### src/core/axsw_pkg.sv
// axsw_pkg: shared types and constants of the two-to-one stream packet switch
// assumes nothing of its surroundings; imported by scoped name only
package axsw_pkg;
    // documented instance widths
    localparam int DATA_W_DEF    = 512;
    localparam int USER_W_MAC    = 1;
    localparam int USER_W_DMA    = 81;
    // documented clock rates of the two instances, in MHz
    localparam int MAC_CLK_MHZ   = 300;
    localparam int DMA_CLK_MHZ   = 250;
    // reset values
    localparam logic RST_CHAN    = 1'h0;
    localparam logic RST_VALID   = 1'h0;
    // skid buffer depth in words
    localparam int SKID_DEPTH    = 2;

    // arbiter states
    typedef enum logic [0:0] {
        AXSW_IDLE = 1'h0,
        AXSW_PKT  = 1'h1
    } axsw_state_e;

    // one beat with its sideband, at the documented default widths
    typedef struct packed {
        logic [DATA_W_DEF-1:0] data;
        logic [USER_W_MAC-1:0] user;
        logic                  last;
    } axsw_beat_s;
endpackage

### src/core/axsw_skid.sv
// axsw_skid: two-entry register buffer with valid/ready on both sides
// assumes one clock, asynchronous active-high reset; read data come from flops
`timescale 1ns/1ns
module axsw_skid #(
    parameter int WIDTH = 514
) (
    input  wire logic             clk_i,
    input  wire logic             rst_i,
    input  wire logic             in_valid_i,
    output logic                  in_ready_o,
    input  wire logic [WIDTH-1:0] in_word_i,
    output logic                  out_valid_o,
    input  wire logic             out_ready_i,
    output logic      [WIDTH-1:0] out_word_o
);
    initial begin
        if (WIDTH < 1) $error("axsw_skid: WIDTH must be positive");
    end

    logic [WIDTH-1:0] head;
    logic [WIDTH-1:0] next_head;
    logic [WIDTH-1:0] spare;
    logic [WIDTH-1:0] next_spare;
    logic [1:0]       count;
    logic [1:0]       next_count;
    logic             push;
    logic             pop;

    // ready only while a slot is free, so back-pressure reaches the source
    assign in_ready_o  = (count != 2'h2);
    assign out_valid_o = (count != 2'h0);
    assign out_word_o  = head;
    assign push        = in_valid_i && in_ready_o;
    assign pop         = out_valid_o && out_ready_i;

    // next head, spare and fill count
    always_comb begin
        next_head  = head;
        next_spare = spare;
        next_count = count;
        unique case ({push, pop})
            2'b10: begin
                if (count == 2'h0) next_head = in_word_i;
                else next_spare = in_word_i;
                next_count = count + 2'h1;
            end
            2'b01: begin
                next_head  = spare;
                next_count = count - 2'h1;
            end
            2'b11: begin
                if (count == 2'h1) next_head = in_word_i;
                else begin
                    next_head  = spare;
                    next_spare = in_word_i;
                end
            end
            default: begin
            end
        endcase
    end

    // register state
    always_ff @(posedge clk_i or posedge rst_i) begin
        if (rst_i) begin
            head  <= '0;
            spare <= '0;
            count <= 2'h0;
        end else begin
            head  <= next_head;
            spare <= next_spare;
            count <= next_count;
        end
    end
endmodule

### src/core/axsw_switch.sv
// axsw_switch: two-input, one-output stream switch granting whole packets
// assumes masters hold beats stable while not ready; one clock domain
`timescale 1ns/1ns

// Functional notes
// - simultaneous requests: grant priority channel, whole packet
// - after packet end, priority moves to other channel if it is valid
// - data and user widths are parameters
// - idle dual request keeps selector, readies it
// - registered data/last drive output with valid
// - output stall holds outputs, drops input ready once latch is full
// - accepted beats land in latch, none lost
// - after last beat, switch if other valid
// - single clock domain, no internal crossing
module axsw_switch #(
    parameter int DATA_W = axsw_pkg::DATA_W_DEF,
    parameter int USER_W = axsw_pkg::USER_W_MAC
) (
    input  wire logic              clk_i,
    input  wire logic              rst_i,
    input  wire logic [1:0]        input_valid_i,
    output logic      [1:0]        input_ready_o,
    input  wire logic [1:0]        input_last_i,
    input  wire logic [DATA_W-1:0] input_data0_i,
    input  wire logic [DATA_W-1:0] input_data1_i,
    input  wire logic [USER_W-1:0] input_user0_i,
    input  wire logic [USER_W-1:0] input_user1_i,
    output logic                   output_valid_o,
    input  wire logic              output_ready_i,
    output logic                   output_last_o,
    output logic      [DATA_W-1:0] output_data_o,
    output logic      [USER_W-1:0] output_user_o,
    output logic                   active_channel_select_o
);
    localparam int WORD_W = DATA_W + USER_W + 1;

    // widths checked at simulation start
    initial begin
        if (DATA_W < 8) $error("axsw_switch: DATA_W too small");
        if (USER_W < 1) $error("axsw_switch: USER_W must be positive");
    end

    axsw_pkg::axsw_state_e state;
    axsw_pkg::axsw_state_e next_state;
    logic                  active_channel_select;
    logic                  next_active_channel_select;
    logic                  skid_in_ready;
    logic                  sel_valid;
    logic                  sel_last;
    logic                  take;
    logic [WORD_W-1:0]     sel_word;
    logic [WORD_W-1:0]     out_word;

    // mux of the granted channel; one clock, no crossing anywhere
    always_comb begin
        if (active_channel_select) begin
            sel_valid = input_valid_i[1];
            sel_last  = input_last_i[1];
            sel_word  = {input_data1_i, input_user1_i, input_last_i[1]};
        end else begin
            sel_valid = input_valid_i[0];
            sel_last  = input_last_i[0];
            sel_word  = {input_data0_i, input_user0_i, input_last_i[0]};
        end
    end

    // ready only toward the granted channel, dropped when the latch is full
    // and held low while reset stands so no master sees a false accept
    always_comb begin
        input_ready_o = 2'b00;
        input_ready_o[active_channel_select] = skid_in_ready && !rst_i;
    end
    assign take = sel_valid && skid_in_ready;

    // packet arbitration: hold grant to last beat, then offer the other side
    always_comb begin
        next_state                 = state;
        next_active_channel_select = active_channel_select;
        unique case (state)
            axsw_pkg::AXSW_IDLE: begin
                if (take && !sel_last) begin
                    next_state = axsw_pkg::AXSW_PKT;
                end else if (take && sel_last) begin
                    if (input_valid_i[~active_channel_select]) begin
                        next_active_channel_select = ~active_channel_select;
                    end
                end else if (!sel_valid && input_valid_i[~active_channel_select]) begin
                    next_active_channel_select = ~active_channel_select;
                end
            end
            axsw_pkg::AXSW_PKT: begin
                if (take && sel_last) begin
                    next_state = axsw_pkg::AXSW_IDLE;
                    if (input_valid_i[~active_channel_select]) begin
                        next_active_channel_select = ~active_channel_select;
                    end
                end
            end
        endcase
    end

    // arbitration registers
    always_ff @(posedge clk_i or posedge rst_i) begin
        if (rst_i) begin
            state                 <= axsw_pkg::AXSW_IDLE;
            active_channel_select <= axsw_pkg::RST_CHAN;
        end else begin
            state                 <= next_state;
            active_channel_select <= next_active_channel_select;
        end
    end

    // output skid latch: accepted beats held until the slave takes them
    axsw_skid #(
        .WIDTH(WORD_W)
    ) u_output_skid_latch (
        .clk_i      (clk_i),
        .rst_i      (rst_i),
        .in_valid_i (sel_valid),
        .in_ready_o (skid_in_ready),
        .in_word_i  (sel_word),
        .out_valid_o(output_valid_o),
        .out_ready_i(output_ready_i),
        .out_word_o (out_word)
    );

    // registered output fields
    assign output_data_o           = out_word[WORD_W-1 -: DATA_W];
    assign output_user_o           = out_word[USER_W:1];
    assign output_last_o           = out_word[0];
    assign active_channel_select_o = active_channel_select;
endmodule

### config.mk
export PLATFORM = sky130hd
export DESIGN_NAME = axsw_switch
export DESIGN_NICKNAME = d
export VERILOG_FILES = /design/src/core/axsw_pkg.sv /design/src/core/axsw_skid.sv /design/src/core/axsw_switch.sv
export SDC_FILE = /design/constraint.sdc
export NUM_CORES = 2
export LEC_CHECK = 0
export CAP_MARGIN = 15
export CORE_AREA = 2 2 596 598
export DETAILED_ROUTE_END_ITERATION = 8
export DIE_AREA = 0 0 598 600
export DONT_BUFFER_PORTS = 1
export HOLD_SLACK_MARGIN = 0.03
export PLACE_DENSITY = 0.31
export RECOVER_POWER = 25
export REMOVE_ABC_BUFFERS = 1
export SLEW_MARGIN = 10
export SYNTH_ARGS = -nofsm -noshare
export SYNTH_HDL_FRONTEND = slang
export SYNTH_HIERARCHICAL = 1
export SYNTH_SLANG_ARGS = --single-unit
### constraint.sdc
create_clock -name clk_i -period 32.8 [get_ports clk_i]
set_input_delay 4.92 -clock clk_i [delete_from_list [all_inputs] [get_ports clk_i]]
set_output_delay 4.92 -clock clk_i [all_outputs]
set_load 0.05 [all_outputs]
---- Yosys cells after proc, flatten, opt, wreduce, memory -nomap -nowiden ----
Index checks and enable logic that the tools add are counted.
Widths: inputs -> output; s select.
word-level totals
  memories ................................ 0
  RAM bits ................................ 0
  word-level logic and storage cells ...... 65
  register bits ........................... 1,032
  latch bits .............................. 0
  output and inout port bits .............. 518
  input port bits ......................... 1,033
  ROM bits ................................ 0
cells by class
  equal/unequal tests ..................... 11
  reductions and logical operators ........ 18
  mux-type cells .......................... 23
  div/mod/pow operators ................... 0
  $add $sub $neg .......................... 2
  magnitude comparators ................... 3
  shifts and indexed selects .............. 0
  bitwise gates (word level) .............. 3
  multiply operators ...................... 0
operator list
  kind                 count
  $mux 514             5
  $pmux 514 s3         1
  $pmux 514 s2         1
  $mux 1               12
  $ne 2x2->1 const B   4
  $logic_and 1x1->1    7
  $reduce_and 3->1     2
  $reduce_bool 2->1    3
  $eq 2x1->1 const B   2
  $eq 2x2->1 const B   2
  $lt 1x2->1 const B   2
  $ne 2x1->1 const B   2
  $pmux 1 s2           2
  $pmux 2 s2           1
  $logic_not 1->1      3
  $ne 3x3->1 const B   1
  $reduce_bool 3->1    1
  $add 2x1->2 const B  1
  $and 2x2->2          1
  $logic_not 2->1      1
  $not 1->1            2
  $reduce_and 2->1     1
  $sub 2x1->2 const B  1
  $demux 1 s1          1
  $ge 1x1->1 const B   1

---- Depth between registers and ports, before layout ----
  word-level depth ........................ 8
  gate-level depth with buffers ........... 16
  depth with buffers taken out ............ 8

---- Hierarchy ----
The synthesis kept the hierarchy.
by module, submodules not included
  module       times used  area an instance (µm²)  seq. area each (µm²)  cells each
  axsw_skid    1           47,913.5                25,774.7              4,145
  axsw_switch  1           6,568.8                 50.0                  586

---- Least setup slack after synthesis ----
OpenSTA, ideal clock, no wires.
  path kind ............................... input port to output port
  from .................................... in rst_i
  to ...................................... out input_ready_o[0]
  stages on the path ...................... 1
  required time ........................... 27,880 ps
  buffers on the path ..................... 0
  arrival ................................. 6,064 ps
  slack ................................... 21,816 ps
  cells stage by stage .................... nor3b_1
on the way
  longest elaborated chain between the ends .. 3
RTL lines
  what                       line               text
  start, declared            axsw_switch.sv:20  input wire logic rst_i,
  $logic_not 1->1 (no line)  --
  $logic_and 1x1->1          axsw_switch.sv:71  input_ready_o[active_channel_select] = skid_in_ready && !rst_i;
  $and 2x2->2 (no line)      --
  end, declared              axsw_switch.sv:22  output logic [1:0] input_ready_o,
No other way between the ends.

---- Final worst setup path ----
  from .................................... in output_ready_i
  to ...................................... reg u_output_skid_latch.spare[270]
on the way
  longest elaborated chain between the ends .. 4
  elaborated cells between the ends (all ways) .. 8
  those cells by class .................... eq/ne: 4; mux: 1; reduce/logical: 3
RTL lines
  what                                                              line               text
  start, declared                                                   axsw_switch.sv:29  input wire logic output_ready_i,
  $logic_and 1x1->1 *                                               axsw_skid.sv:34    assign pop = out_valid_o && out_ready_i;
  $eq 2x2->1                                                        axsw_skid.sv:41    unique case ({push, pop})
  $ne 2x2->1 (no line) / $reduce_bool 2->1 (equally long branches)  --
  $reduce_and 3->1 (no line)                                        --
  end signal, assigned                                              axsw_skid.sv:71    spare <= next_spare;
  end, declared                                                     axsw_skid.sv:22    logic [WIDTH-1:0] spare;
Mark *: on every way between the ends. The rest lies on a longest branch, timed or not.
A chain may end at the register's enable or synchronous reset.

==> reports/qor.yml <==
status: "finished, violations left"
violations: "capacitance limit, slew limit"
max_freq_mhz: 57.55
rr_endpoint: "u_output_skid_latch/spare[270]"
dr.pass1.iters: 5
grt_pass1_vias: 40469
io_pins: 1551
synthToLayoutAreaGrowth_pct: 15.13
initial_core_util_pct: 15.48
routed_wl_um: 263000
worstPathArrival_ps: 18060
die_h_um: 600
reg2reg_from: "u_output_skid_latch/count[0]"
worst_pin_slew_ps: 7630
grt_start_max_net_pins: 162
rsz0062_at_grt: "no"
hpwl_um: 179700
cp.required_ps: 33480
wl_per_cell_um: 28.75
path_clk_slew_ps: 60
post_cts_buffers: 0
cts_buffer_depth: 4
cts_tree: "done"
final_cell_mix: "1031 x dfrtp_1, 567 x mux2_2, 516 x o21ai_0"
drt_iter0_markers: 2319
syn_inst: 4731
critPathMostFrequentCell: "buf_4"
cpPeakStageDelay_ps: 4430
critical_path.max_fanout: 137
clkSinkCount: 1032
die_w_um: 598
synth.distinct_cells: 33
antenna_found_initial: 55
place_congestion: 0.8757
drc: 0
cp_cell_sequence: "nand2b_4, clkinvlp_2, ha_1, nor2_1, a211o_4, buf_4, buf_4, buf_4, buf_4, buf_4, buf_4, mux2_4"
avgSynthCellArea_um2: 11.52
fin_nets: 5447
crit_path_end_kind: "flop"
synth_warnings: 6
slew_viol_final: 632
peakVddDrop_mv: 0.1238
p_per_area_nw_per_um2: 137.6
ys_seq_area_share_pct: 47.40
viasPerCell: 4.404
grt_usage_pct: 13.92
period_share_pct: 52.98
finalHoldViolations: 0
hp-class: "reg -> reg"
r2r_slack_ps: 18460
overflow: 0
syn_area_um2: 54480
root_buffer: "clkbuf_16"
cp-start-kind: "input pin"
num_rows: 218
hold_end: "u_output_skid_latch/spare[7]"
synth_seq_cells: 1032
leakagePower_nw: 22.90
drive_gt1_share_pct: 28.35
path_class: "in -> reg"
hold_depth: 1
fin_worst_skew_ps: 47.60
design_area_um2: 62730
reg2reg_depth: 14
numCtsBuffers: 147
cts-resized-gates: 0
io_buffers: 0
period_needed_ps: 17380
tns_ps: 0
holdWs_ps: 490.5
place_area_um2: 58110
crit_slowest_cell: "clkinvlp_2"
cap_violations: 8
slew_headroom_pct: -408.7
via_count: 40289
dieArea_um2: 358800
grt_first_pass_wirelength_um: 357300
hold_start: "u_output_skid_latch/spare[7]"
clk_latency_ps: 810
postCtsHoldBufs: 0
layout_commonest_cell: "dfrtp_1"
setup_viol_count_final: 0
core-area_um2: 351900
htree_levels: 4
ant_nets: 0
sequential cells by signal (all words and copies together), names as in the netlist:
register	flops
state	1
u_output_skid_latch/out_word_o	514
u_output_skid_latch/count	2
u_output_skid_latch/spare	514
active_channel_select_o	1
final cells by class:
type	count	area, um^2
Fill cell	38485	289100
Inverter	10	40.04
Antenna cell	23	57.56
Clock buffer	216	4229
Timing Repair Buffer	98	780.7
Sequential cell	1032	25830
Multi-Input combinational cell	3117	25630
Tap cell	4620	5781
Clock inverter	32	377.9
synth_stat cells (all sizes together):
cell type	count	area [um^2]
nand4	1	6.260
xnor2	1	8.760
and3b	1	8.760
nor2	1	3.750
and3	1	6.260
a211oi	1	7.510
o211ai	514	3859
nand2	2	7.510
a41oi	1	8.760
nor3	514	2572
ha	8	100.1
o21ai	517	2587
buf	211	1698
o22ai	1	6.260
a21oi	1	5.000
a211o	1	8.760
and2	2	12.51
nor2b	2	12.51
clkbuf	361	1355
inv	10	37.53
dfrtp	1032	25820
nor3b	1	7.510
nand2b	2	12.51
mux2i	1	10.01
mux2	1029	13090
a31oi	514	3216
a21o	1	7.510
layer usage:
layer	vias to the layer above	track usage [%]	routed length (um)
met1	21141	17.66	110900
met2	1461	23.05	126600
li1	17416	-	-
met5	-	0	96
met4	14	3.466	5691
met3	257	4.030	19720
worst max path at each step:
stage / depth (start not counted) / slack, ps / end / startpoint
6_report: 12 / 15420 / u_output_skid_latch/spare[270] / output_ready_i
2_1_floorplan: 3 / -34520 / u_output_skid_latch/out_word_o[0] / output_ready_i
3_5_place_dp: 12 / 19550 / u_output_skid_latch/spare[193] / output_ready_i
4_1_cts: 12 / 20470 / u_output_skid_latch/spare[270] / output_ready_i
3_3_place_gp: 12 / 19620 / u_output_skid_latch/spare[84] / output_ready_i
5_1_grt: 12 / 14510 / u_output_skid_latch/spare[277] / output_ready_i
cell families after synthesis:
group | synth area share [%]
DFF | 47.40
muxes | 24.05
xor gates and xnor gates | 0.01608
and+or+nand+nor | 4.864
buffers and inverters | 5.672
AOI/OAI and AO/OA | 17.81
adders and majority gates | 0.1837
per-stage QoR:
step | std cells | setup slack [ps] | utilization, % | power, W
floorplan | 4159 | -34520 | - | 0.007157
global placement | 8876 | 19620 | 16.52 | 0.007134
detailed placement | 8876 | 19550 | 16.52 | 0.007177
CTS | 9124 | 20470 | 17.82 | 0.008808
global route | 9142 | 14510 | 17.82 | 0.009113
finish | 9148 | 15420 | 17.83 | 0.008634
critical path, delay by kind of cell:
family / cells / cell delay (ps)
AOI/OAI and AO/OA: 1 / 600
adders and majority gates: 1 / 2130
muxes: 1 / 350
and+or+nand+nor: 2 / 660
buffers and inverters: 7 / 8890
power by group:
part           internal, W  switching [W]  leakage, nW
logic              0.00141        0.00175         8.72
clock network     0.000919       0.000655         2.24
registers          0.00193        0.00197         11.9
total              0.00426        0.00437         22.9
Power figures use the tool's default switching activity.
